===== src/design/lhh_defs.svh =====
// register offsets, field positions, reset values and timing counts
`ifndef LHH_DEFS_SVH
`define LHH_DEFS_SVH

// ==========================================================
// register map
`define LHH_HOOK_OFS   8'h4F
`define LHH_TAP1_OFS   8'h5D
`define LHH_TAP2_OFS   8'h5E
`define LHH_TAP3_OFS   8'h5F

// ==========================================================
// fields and reset values
`define LHH_FOH_LSB    5
`define LHH_FOH_MSB    6
`define LHH_ONHOOK_SPEED_SECOND_BIT   3
`define LHH_HOOK_WMASK 8'h68
`define LHH_HOOK_RST   8'h20
`define LHH_TAP_RST    8'h00

// ==========================================================
// timing
`define LHH_CLK_PS     25000
`define LHH_TICK_US    100
`define LHH_TICK_CYC   ((`LHH_TICK_US * 1000000) / `LHH_CLK_PS)
`define LHH_MS_TICKS   (1000 / `LHH_TICK_US)
`define LHH_FOH0_MS    512
`define LHH_FOH1_MS    128
`define LHH_FOH2_MS    64
`define LHH_FOH3_MS    8
`define LHH_OHS_MID_US  3000
`define LHH_OHS_LONG_US 26000
`define LHH_OHS_MID_TK  (`LHH_OHS_MID_US / `LHH_TICK_US)
`define LHH_OHS_LONG_TK (`LHH_OHS_LONG_US / `LHH_TICK_US)

`endif


===== src/design/lhh_pkg.sv =====
// types shared by the hook and hybrid block
package lhh_pkg;

    typedef enum logic [3:0] {
        LHH_ONHOOK  = 4'b0001,
        LHH_SEIZE   = 4'b0010,
        LHH_OFFHOOK = 4'b0100,
        LHH_RELEASE = 4'b1000
    } lhh_hook_e;

    typedef struct packed {
        lhh_hook_e          hook;
        logic [12:0]        cnt;
        logic [1:0]         offhook_counter_length;
        logic               onhook_speed_second;
        logic [2:0][7:0]    taps;
        logic [7:0]         rdata;
        logic [2:0]         lsync;
        logic               full;
        logic signed [15:0] rx_hold;
        logic signed [15:0] rx_clean;
        logic               rx_valid;
    } lhh_top_s;

    typedef struct packed {
        logic [3:0][15:0]   x;
        logic signed [15:0] est;
        logic               valid;
    } lhh_fir_s;

    typedef struct packed {
        logic [15:0] cnt;
        logic        tick;
    } lhh_tick_s;

endpackage : lhh_pkg


===== src/design/lhh_core_if.sv =====
// signals between the register bank, tick divider and hybrid filter
`timescale 1ns/1ps
`default_nettype none
interface lhh_core_if;
    logic               tick;
    logic               sample_valid;
    logic signed [15:0] tx_sample;
    logic [3:0][7:0]    taps;
    logic signed [15:0] echo_est;
    logic               echo_valid;

    modport tick_src (output tick);
    modport fir (
        input  sample_valid, tx_sample, taps,
        output echo_est, echo_valid
    );
    modport core (
        input  tick, echo_est, echo_valid,
        output sample_valid, tx_sample, taps
    );
endinterface : lhh_core_if
`default_nettype wire


===== src/design/lhh_tick_gen.sv =====
// free-running divider giving one-cycle timebase ticks
`timescale 1ns/1ps
`default_nettype none
module lhh_tick_gen #(
    parameter int TICK_CYCLES = 4000
) (
    input  wire logic   clock_i,
    input  wire logic   rst_n_i,
    lhh_core_if.tick_src bus
);
    lhh_pkg::lhh_tick_s st_ff;
    lhh_pkg::lhh_tick_s nxt_st;

    always_comb
    begin
        nxt_st      = st_ff;
        nxt_st.tick = 1'b0;
        if (st_ff.cnt == 16'(TICK_CYCLES - 1))
        begin
            nxt_st.cnt  = 16'h0000;
            nxt_st.tick = 1'b1;
        end
        else
        begin
            nxt_st.cnt = st_ff.cnt + 16'h0001;
        end
    end

    always_ff @(posedge clock_i or negedge rst_n_i)
    begin
        if (!rst_n_i)
            st_ff <= '0;
        else
            st_ff <= nxt_st;
    end

    assign bus.tick = st_ff.tick;
endmodule : lhh_tick_gen
`default_nettype wire


===== src/design/lhh_hybrid_fir.sv =====
// four-tap echo estimate over the transmit samples
`timescale 1ns/1ps
`default_nettype none
module lhh_hybrid_fir (
    input  wire logic clock_i,
    input  wire logic rst_n_i,
    lhh_core_if.fir   bus
);
    lhh_pkg::lhh_fir_s st_ff;
    lhh_pkg::lhh_fir_s nxt_st;
    logic signed [25:0] acc;

    // coefficients signed, scale 1/128; a zero tap adds nothing
    always_comb
    begin
        nxt_st       = st_ff;
        nxt_st.valid = 1'b0;
        acc          = '0;
        if (bus.sample_valid)
        begin
            nxt_st.x = {st_ff.x[2:0], bus.tx_sample};
            for (int k = 0; k < 4; k++)
            begin
                acc = acc + 26'($signed(nxt_st.x[k])
                      * $signed(bus.taps[k]));
            end
            nxt_st.est   = acc[22:7];
            nxt_st.valid = 1'b1;
        end
    end

    always_ff @(posedge clock_i or negedge rst_n_i)
    begin
        if (!rst_n_i)
            st_ff <= '0;
        else
            st_ff <= nxt_st;
    end

    assign bus.echo_est   = st_ff.est;
    assign bus.echo_valid = st_ff.valid;
endmodule : lhh_hybrid_fir
`default_nettype wire


===== src/design/lhh_top.sv =====
// hook timing control and hybrid tap registers with their logic
//
// Implementation choice: the strobed register port.
`timescale 1ns/1ps
`default_nettype none
`include "lhh_defs.svh"

// ==========================================================
// register bank and hook sequencer
//
// Contract
// - off-hook length codes: 512, 128, 64, 8 ms
// - off-hook length resets to 128 ms, 0x20
// - full part: on-hook speed from three fields
// - on-hook time runs from request clear
// - simpler parts: on-hook always under 0.5 ms
// - three eight-bit read/write tap registers
// - taps shape the hybrid echo estimate
// - zero tap has no effect; taps reset zero
// - taps reachable only with map select set
module lhh_top #(
    parameter int TICK_CYCLES = `LHH_TICK_CYC
) (
    input  wire logic        clock_i,
    input  wire logic        rst_n_i,
    input  wire logic [7:0]  reg_addr_i,
    input  wire logic [7:0]  reg_wdata_i,
    input  wire logic        reg_wr_i,
    input  wire logic        reg_rd_i,
    output var  logic [7:0]  reg_rdata_o,
    input  wire logic        map_select_i,
    input  wire logic        offhook_request_i,
    input  wire logic        onhook_speed_first_i,
    input  wire logic [1:0]  spark_quench_sel_i,
    input  wire logic        line_full_i,
    input  wire logic [15:0] tx_sample_i,
    input  wire logic [15:0] rx_sample_i,
    input  wire logic        sample_valid_i,
    input  wire logic [7:0]  hybrid_tap_four_i,
    output var  logic        loop_close_o,
    output var  logic        offhook_settled_o,
    output var  logic [15:0] rx_clean_o,
    output var  logic        rx_clean_valid_o
);

    // ======================================================
    // helpers
    function automatic logic [1:0] tap_index(input logic [7:0] a);
        case (a)
            `LHH_TAP1_OFS: tap_index = 2'h1;
            `LHH_TAP2_OFS: tap_index = 2'h2;
            `LHH_TAP3_OFS: tap_index = 2'h3;
            default:       tap_index = 2'h0;
        endcase
    endfunction : tap_index

    function automatic logic [12:0] foh_ticks(input logic [1:0] f);
        case (f)
            2'h0:    foh_ticks = 13'(`LHH_FOH0_MS * `LHH_MS_TICKS);
            2'h1:    foh_ticks = 13'(`LHH_FOH1_MS * `LHH_MS_TICKS);
            2'h2:    foh_ticks = 13'(`LHH_FOH2_MS * `LHH_MS_TICKS);
            default: foh_ticks = 13'(`LHH_FOH3_MS * `LHH_MS_TICKS);
        endcase
    endfunction : foh_ticks

    // zero means the fast release, dropped on the next edge
    function automatic logic [12:0] onhook_ticks(
        input logic       full,
        input logic       onhook_speed_first,
        input logic       onhook_speed_second,
        input logic [1:0] sq
    );
        onhook_ticks = 13'h0000;
        if (full)
        begin
            if (onhook_speed_first && sq == 2'h3)
                onhook_ticks = 13'(`LHH_OHS_LONG_TK);
            else if (!onhook_speed_first && onhook_speed_second && sq == 2'h0)
                onhook_ticks = 13'(`LHH_OHS_MID_TK);
        end
    endfunction : onhook_ticks

    // ======================================================
    // submodules
    lhh_core_if core_bus ();

    lhh_tick_gen #(
        .TICK_CYCLES (TICK_CYCLES)
    ) u_tick (
        .clock_i (clock_i),
        .rst_n_i (rst_n_i),
        .bus     (core_bus)
    );

    lhh_hybrid_fir u_fir (
        .clock_i (clock_i),
        .rst_n_i (rst_n_i),
        .bus     (core_bus)
    );

    // ======================================================
    // state
    lhh_pkg::lhh_top_s st_ff;
    lhh_pkg::lhh_top_s nxt_st;
    logic [1:0]        wr_idx;
    logic [1:0]        rd_idx;
    logic [12:0]       rel_ticks;

    assign wr_idx    = tap_index(reg_addr_i);
    assign rd_idx    = tap_index(reg_addr_i);
    assign rel_ticks = onhook_ticks(st_ff.full, onhook_speed_first_i,
                                    st_ff.onhook_speed_second, spark_quench_sel_i);

    always_comb
    begin
        nxt_st          = st_ff;
        nxt_st.rdata    = 8'h00;
        nxt_st.rx_valid = 1'b0;

        // line-side variant pin, counted once two stages agree
        nxt_st.lsync = {st_ff.lsync[1:0], line_full_i};
        if (st_ff.lsync[1] == st_ff.lsync[2])
            nxt_st.full = st_ff.lsync[2];

        // register writes
        if (reg_wr_i)
        begin
            if (reg_addr_i == `LHH_HOOK_OFS)
            begin
                nxt_st.offhook_counter_length  = reg_wdata_i[`LHH_FOH_MSB:`LHH_FOH_LSB];
                nxt_st.onhook_speed_second = reg_wdata_i[`LHH_ONHOOK_SPEED_SECOND_BIT];
            end
            else if (wr_idx != 2'h0 && map_select_i)
            begin
                nxt_st.taps[wr_idx - 2'h1] = reg_wdata_i;
            end
        end

        // register reads, data in the following cycle only
        if (reg_rd_i)
        begin
            if (reg_addr_i == `LHH_HOOK_OFS)
            begin
                nxt_st.rdata[`LHH_FOH_MSB:`LHH_FOH_LSB] = st_ff.offhook_counter_length;
                nxt_st.rdata[`LHH_ONHOOK_SPEED_SECOND_BIT] = st_ff.onhook_speed_second;
            end
            else if (rd_idx != 2'h0 && map_select_i)
            begin
                nxt_st.rdata = st_ff.taps[rd_idx - 2'h1];
            end
        end

        // hook sequencer
        case (st_ff.hook)
            lhh_pkg::LHH_ONHOOK:
            begin
                if (offhook_request_i)
                begin
                    nxt_st.hook = lhh_pkg::LHH_SEIZE;
                    nxt_st.cnt  = foh_ticks(st_ff.offhook_counter_length);
                end
            end
            lhh_pkg::LHH_SEIZE, lhh_pkg::LHH_OFFHOOK:
            begin
                if (!offhook_request_i)
                begin
                    // release timing starts at the request clear
                    nxt_st.cnt = rel_ticks;
                    if (rel_ticks == 13'h0000)
                        nxt_st.hook = lhh_pkg::LHH_ONHOOK;
                    else
                        nxt_st.hook = lhh_pkg::LHH_RELEASE;
                end
                else if (st_ff.hook == lhh_pkg::LHH_SEIZE &&
                         core_bus.tick)
                begin
                    if (st_ff.cnt == 13'h0001)
                        nxt_st.hook = lhh_pkg::LHH_OFFHOOK;
                    nxt_st.cnt = st_ff.cnt - 13'h0001;
                end
            end
            lhh_pkg::LHH_RELEASE:
            begin
                if (core_bus.tick)
                begin
                    if (st_ff.cnt == 13'h0001)
                        nxt_st.hook = lhh_pkg::LHH_ONHOOK;
                    nxt_st.cnt = st_ff.cnt - 13'h0001;
                end
            end
            default:
            begin
                nxt_st.hook = lhh_pkg::LHH_ONHOOK;
                nxt_st.cnt  = 13'h0000;
            end
        endcase

        // receive path: subtract the echo estimate
        if (sample_valid_i)
            nxt_st.rx_hold = rx_sample_i;
        if (core_bus.echo_valid)
        begin
            nxt_st.rx_clean = st_ff.rx_hold - core_bus.echo_est;
            nxt_st.rx_valid = 1'b1;
        end
    end

    always_ff @(posedge clock_i or negedge rst_n_i)
    begin
        if (!rst_n_i)
        begin
            st_ff      <= '0;
            st_ff.hook <= lhh_pkg::LHH_ONHOOK;
            st_ff.offhook_counter_length  <= 2'(`LHH_HOOK_RST >> `LHH_FOH_LSB);
            st_ff.onhook_speed_second <= 1'b0;
            st_ff.taps <= {3{`LHH_TAP_RST}};
        end
        else
        begin
            st_ff <= nxt_st;
        end
    end

    // ======================================================
    // outputs
    assign core_bus.sample_valid = sample_valid_i;
    assign core_bus.tx_sample    = tx_sample_i;
    assign core_bus.taps = {hybrid_tap_four_i, st_ff.taps};

    assign reg_rdata_o       = st_ff.rdata;
    assign loop_close_o      = st_ff.hook != lhh_pkg::LHH_ONHOOK;
    assign offhook_settled_o = st_ff.hook == lhh_pkg::LHH_OFFHOOK;
    assign rx_clean_o        = st_ff.rx_clean;
    assign rx_clean_valid_o  = st_ff.rx_valid;
endmodule : lhh_top
`default_nettype wire


===== config.mk =====
export PLATFORM = sky130hd
export DESIGN_NAME = lhh_top
export DESIGN_NICKNAME = d
export VERILOG_FILES = /design/src/design/lhh_pkg.sv /design/src/design/lhh_core_if.sv /design/src/design/lhh_tick_gen.sv /design/src/design/lhh_hybrid_fir.sv /design/src/design/lhh_top.sv
export VERILOG_INCLUDE_DIRS = /design/src /design/src/design
export SDC_FILE = /design/constraint.sdc
export NUM_CORES = 2
export LEC_CHECK = 0
export ABC_AREA = 0
export BUFFER_PORTS_ARGS = -buffer_cell sky130_fd_sc_hd__buf_2
export CORE_ASPECT_RATIO = 1.1
export CORE_MARGIN = 8
export CORE_UTILIZATION = 64
export CTS_CLUSTER_SIZE = 28
export DETAILED_ROUTE_END_ITERATION = 16
export GPL_ROUTABILITY_DRIVEN = 0
export GPL_TIMING_DRIVEN = 0
export PLACE_DENSITY = 0.91
export SYNTH_ARGS = -nofsm -noshare
export SYNTH_HDL_FRONTEND = slang
export SYNTH_HIERARCHICAL = 1
export SYNTH_SLANG_ARGS = --single-unit

===== constraint.sdc =====
create_clock -name clock_i -period 15.1 [get_ports clock_i]
set_input_delay 0.755 -clock clock_i [delete_from_list [all_inputs] [get_ports clock_i]]
set_output_delay 0.755 -clock clock_i [all_outputs]
set_load 0.005 [all_outputs]

== Word-level counts from Yosys, hierarchy flattened ==
Index checks and enable logic that the tools add are counted.

* Add/subtract/negate cells: 7
* Divide/modulo/power cells: 0
* Multiply operators: 4
* Order comparisons: 2
* Eq/ne operators: 20
* Bitwise operators: 1
* Multiplexer cells: 29
* Shift operators: 0
* Reductions and logical operators: 16

{| class="wikitable"
|+ Operator list
! kind !! number
|-
| $mul 16x8->23 || 4
|-
| $add 23x23->23 || 3
|-
| $mux 17 || 4
|-
| $pmux 17 s3 || 1
|-
| $pmux 13 s3 || 1
|-
| $eq 8x7->1 const B || 4
|-
| $mux 8 || 4
|-
| $bwmux 24 || 1
|-
| $mux 9 || 2
|-
| $add 16x1->16 const B || 1
|-
| $bmux 8 s2 || 1
|-
| $demux 8 s2 || 1
|-
| $eq 16x12->1 const B || 1
|-
| $mux 16 || 1
|-
| $sub 16x16->16 || 1
|-
| $eq 13x1->1 const B || 1
|-
| $logic_not 13->1 || 1
|-
| $sub 13x1->13 const B || 1
|-
| $mux 4 || 3
|-
| $logic_and 1x1->1 || 6
|-
| $mux 1 || 6
|-
| $ne 3x3->1 const B || 2
|-
| $pmux 2 s3 || 1
|-
| $reduce_and 3->1 || 2
|-
| 23 further kinds || 26
|}

* Memories kept: 0
* Bits of input ports: 67
* Logic and storage cells: 99
* Register bits: 171
* Bits in read-only memories: 0
* Bits in latches: 0
* Output and inout port bits: 27
* Memory bits (writable): 0

== Longest topological paths before layout ==
* Depth after elaboration: 10
* Mapped depth: 25
* Depth with buffers taken out: 24

== By module ==
The synthesis kept the hierarchy.

{| class="wikitable"
|+ By module, submodules not included
! module !! instances !! seq. area each (um^2) !! cells an instance !! area an instance (um^2)
|-
| lhh_hybrid_fir || 1 || 1626.6 || 2042 || 19894.1
|-
| lhh_top || 1 || 2229.6 || 504 || 5226.3
|-
| lhh_tick_gen || 1 || 425.4 || 85 || 853.3
|}

== Worst setup path before layout ==
No wires, ideal clock.

* Kind: input-to-reg
* Start: in tx_sample_i[7]
* End: reg u_fir.st_ff (netlist bit u_fir/bus.echo_est[11])
* Setup slack: 7815 ps
* Stages: 24
* Arrival: 7159 ps
* Data required time: 14974 ps
* Setup time: 126 ps
* Cell sequence: clkbuf_1 > and2_1 > fa_1 > inv_1 > fa_1 > inv_1 > fa_1 > inv_1 > fa_1 > inv_1 > fa_1 > fa_1 > fa_1 > inv_1 > fa_1 > inv_1 > ha_1 > a21oi_2 > nand2_2 > a221oi_4 > o211ai_4 > a311o_1 > a21o_1 > a221o_1

* Cells in the longest elaborated chain, start to end: 4

{| class="wikitable"
|+ RTL lines
! element !! RTL line !! source
|-
| start, declared || lhh_top.sv:36 || <nowiki>input wire logic [15:0] tx_sample_i,</nowiki>
|-
| $mul 16x8->23 || lhh_hybrid_fir.sv:25 || <nowiki>* $signed(bus.taps[k]));</nowiki>
|-
| $add 23x23->23 (3 in series) || lhh_hybrid_fir.sv:24 || <nowiki>acc = acc + 26'($signed(nxt_st.x[k])</nowiki>
|-
| end signal, assigned || lhh_hybrid_fir.sv:37 || <nowiki>st_ff <= nxt_st;</nowiki>
|-
| end, declared || lhh_hybrid_fir.sv:9 || <nowiki>lhh_pkg::lhh_fir_s st_ff;</nowiki>
|}

No other way between the ends.
A chain may end at the register's enable or synchronous reset.

== Worst setup path in the final report ==
* Start: reg, netlist name core_bus.taps[5]
* End: reg u_fir.st_ff (netlist bit u_fir/bus.echo_est[11])

* Cells in the longest elaborated chain, start to end: 4

{| class="wikitable"
|+ RTL lines
! element !! RTL line
|-
| $mul 16x8->23 || lhh_hybrid_fir.sv:25
|-
| $add 23x23->23 (3 in series) || lhh_hybrid_fir.sv:24
|}

No other way between the ends.

==> metrics.cfg <==
[run_status]
status = complete, no violations

[layout]
layout_common_cells = 592 x inv_1, 511 x fa_1, 302 x nand2_1
layout_commonest_cell = inv_1
synthToLayoutAreaGrowth_pct = 6.41
fin_nets = 3441
drive_above_1_share_pct = 10.9
fill_cells = 2659

[logic_synthesis]
synth_area_per_cell_um2 = 9.87
ys_seq_elements = 171
yosysWarnings = 6
ys_top_cells_by_area = fa_1 39%, dfrtp_1 16%, inv_1 8.6%
synth_top_area_share_pct = 39.4
yosys.area.top_type = fa_1
syn_inst = 2631
async_flop_share_pct = 100
synthDistinctLibCells = 96
syn_nets = 3341
yosysSeqAreaShare_pct = 16.5
synth_area_um2 = 26000
synth_edf_count = 0
synthFlopType = dfrtp_1

[clock_network]
clock_path_buffers = 2
cts_setup_buffers = 0
cts_root_buf = clkbuf_16
numClockSinks = 171
clkLatencyLatePin_ns = 0.47
hold_buffers = 0
cts-buffers-inserted = 17
clk_pin_slew_worst_paths_ns = 0.10
cts_resized = 0
cts_tree = yes
htree_levels = 4

[global_route]
grt_pass1_wl_um = 113000
antenna_found_initial = 4
grt_overflow_total = 0
grtUsageTotal_pct = 30.7
grt_max_degree = 129
grt_pass1_vias = 21900

[setup_path]
rr_worst_depth = 23
end_kind = register
cp_common_cell = fa_1
path_class = register to register
cp-start-kind = register
cp_top_family = adder cells
rr_startpoint = core_bus.taps[5]$_DFFE_PN0P_
crit_slowest_cell = fa_1
reg2reg_to = u_fir/bus.echo_est[11]$_DFFE_PN0P_
path_cells = buf_2, clkbuf_1, nand2_1, fa_1, inv_1, fa_1, fa_1, inv_1, fa_1, inv_1, fa_1, fa_1, fa_1, inv_1, fa_1, inv_1, ha_1, and4_2, a221oi_4, o211ai_4, a311o_1, a21o_1, a221o_1
cp.arrival_ns = 8.52
rrSetupSlack_ns = 6.92
critPathMaxStageDelay_ns = 0.57
critical_path_buf_inv_count = 7
cp_max_fo = 10
crit_required_ns = 15.45

[sta]
worst_clock_skew_ns = 0.0271
finalCritPeriodShare_pct = 54.2
period_needed_ns = 8.18
whs_ns = 0.181
setup_tns_ns = 0
rsz0062_at_grt = no
relSlewSlack_pct = 31.5
slew_viol_final = 0
max_freq_mhz = 122
worst_slew_pin_slew_ns = 1.03
hold_violations = 0
setup_viol = 0

[pwr]
pwr-share-clk_pct = 9.6
switching_share_pct = 50.4
comb_power_share_pct = 77.1
ir_worst_vdd_v = 0.000317
seq_power_share_pct = 13.3
switching_power_uw = 2350
p_int_uw = 2320
p_per_area_nw_per_um2 = 169
p_leak_uw = 0.0137
power_uw = 4670

[floorplanning]
die_area_um2 = 47300
core_area_um2 = 40100
die_w_um = 208
die_h_um = 227
num_rows = 77
start_util_pct = 64.8
io_pins = 94

[routing]
num_vias = 19700
wl_per_cell_um = 21.5
drc = 0
dr.pass1.iters = 12
drtIter0Drc = 1973
routed_wl_um = 70200
ant_nets = 0
vias_per_cell = 6.05

[worst_hold_path]
hold_class = input port to asynchronous set/reset pin

[placed_design]
place.port_buffers = 80
hpwl_um = 55000

[run]
drv_cap = 0

## per-layer routing
metal  vias up  part of all wire [%]  global-route usage (%)
met4         4                   9.3                    24.5
met2      1258                    49                    51.7
met3       421                   9.2                    7.35
met5         -                 0.037                       0
met1      9962                    33                    33.3
li1       8088                     -                       -
## worst max-delay path by stage
stage,slack (ns),end,start,cells after the start
6_report,6.92,u_fir/bus.echo_est[11]$_DFFE_PN0P_,core_bus.taps[5]$_DFFE_PN0P_,23
3_5_place_dp,6.83,u_fir/bus.echo_est[11]$_DFFE_PN0P_,hybrid_tap_four_i[4],23
5_1_grt,6.72,u_fir/bus.echo_est[11]$_DFFE_PN0P_,core_bus.taps[5]$_DFFE_PN0P_,23
4_1_cts,7.06,u_fir/bus.echo_est[11]$_DFFE_PN0P_,core_bus.taps[5]$_DFFE_PN0P_,23
3_3_place_gp,6.99,u_fir/bus.echo_est[11]$_DFFE_PN0P_,hybrid_tap_four_i[0],24
2_1_floorplan,7.82,u_fir/bus.echo_est[11]$_DFFE_PN0P_,tx_sample_i[7],24
## cells in the mapped netlist (33+ instances only)
cell type  count
inv_1        592
fa_1         511
nand2_1      302
and2_1       193
dfrtp_1      169
ha_1         132
mux2_2       103
clkbuf_1      93
xnor2_1       49
nor2_1        48
nand2b_1      46
buf_4         41
a21oi_1       33
## sequential cells by signal (all words and copies together) (netlist names)
register	cells
u_fir/bus.echo_est	16
st_ff	38
u_tick/st_ff	16
rx_clean_o	16
nxt_st	2
u_fir/bus.echo_valid	1
core_bus.taps	24
u_tick/bus.tick	1
reg_rdata_o	8
rx_clean_valid_o	1
u_fir/st_ff	48
## per-stage QoR
step | worst slack (ns) | instances | cell area [µm²] | utilization [%]
global route | 6.72 | 3258 | 27600 | 69.0
detailed placement | 6.83 | 3225 | 27100 | 67.5
global placement | 6.99 | 3224 | 27000 | 67.4
CTS | 7.06 | 3257 | 27600 | 68.9
finish | 6.92 | 3259 | 27600 | 69.0
floorplan | 7.82 | 2631 | 26000 | -
## cells by family after synthesis
group | count (synthesis) | share of synthesized area, %
fa+ha+maj | 644 | 45.8
flops | 171 | 16.5
xor+xnor | 67 | 2.34
mux | 112 | 4.81
simple gates | 732 | 14.5
compound gates | 164 | 4.55
buf+inv | 741 | 11.5
## power groups by stage
stage,logic (µW),clock network (µW),registers [µW]
floorplan,2560,0,600
global placement,3280,0,622
detailed placement,3480,0,627
CTS,3510,450,619
global route,3920,470,629
finish,3600,448,623
## area by class of cell
cell class                 count  area (µm²)  area share [%]
clock inverter                14         150           0.543
clock buffer                  18         429            1.55
sequential                   171        4280            15.5
timing repair buffer          81         438            1.58
multi-input combinational   1719       18700            67.7
tap                          513         642            2.32
buffer                       146         746            2.70
antenna                        2        5.00          0.0181
inverter                     595        2240            8.10
Note: power is estimated with default switching activity, not from simulation.
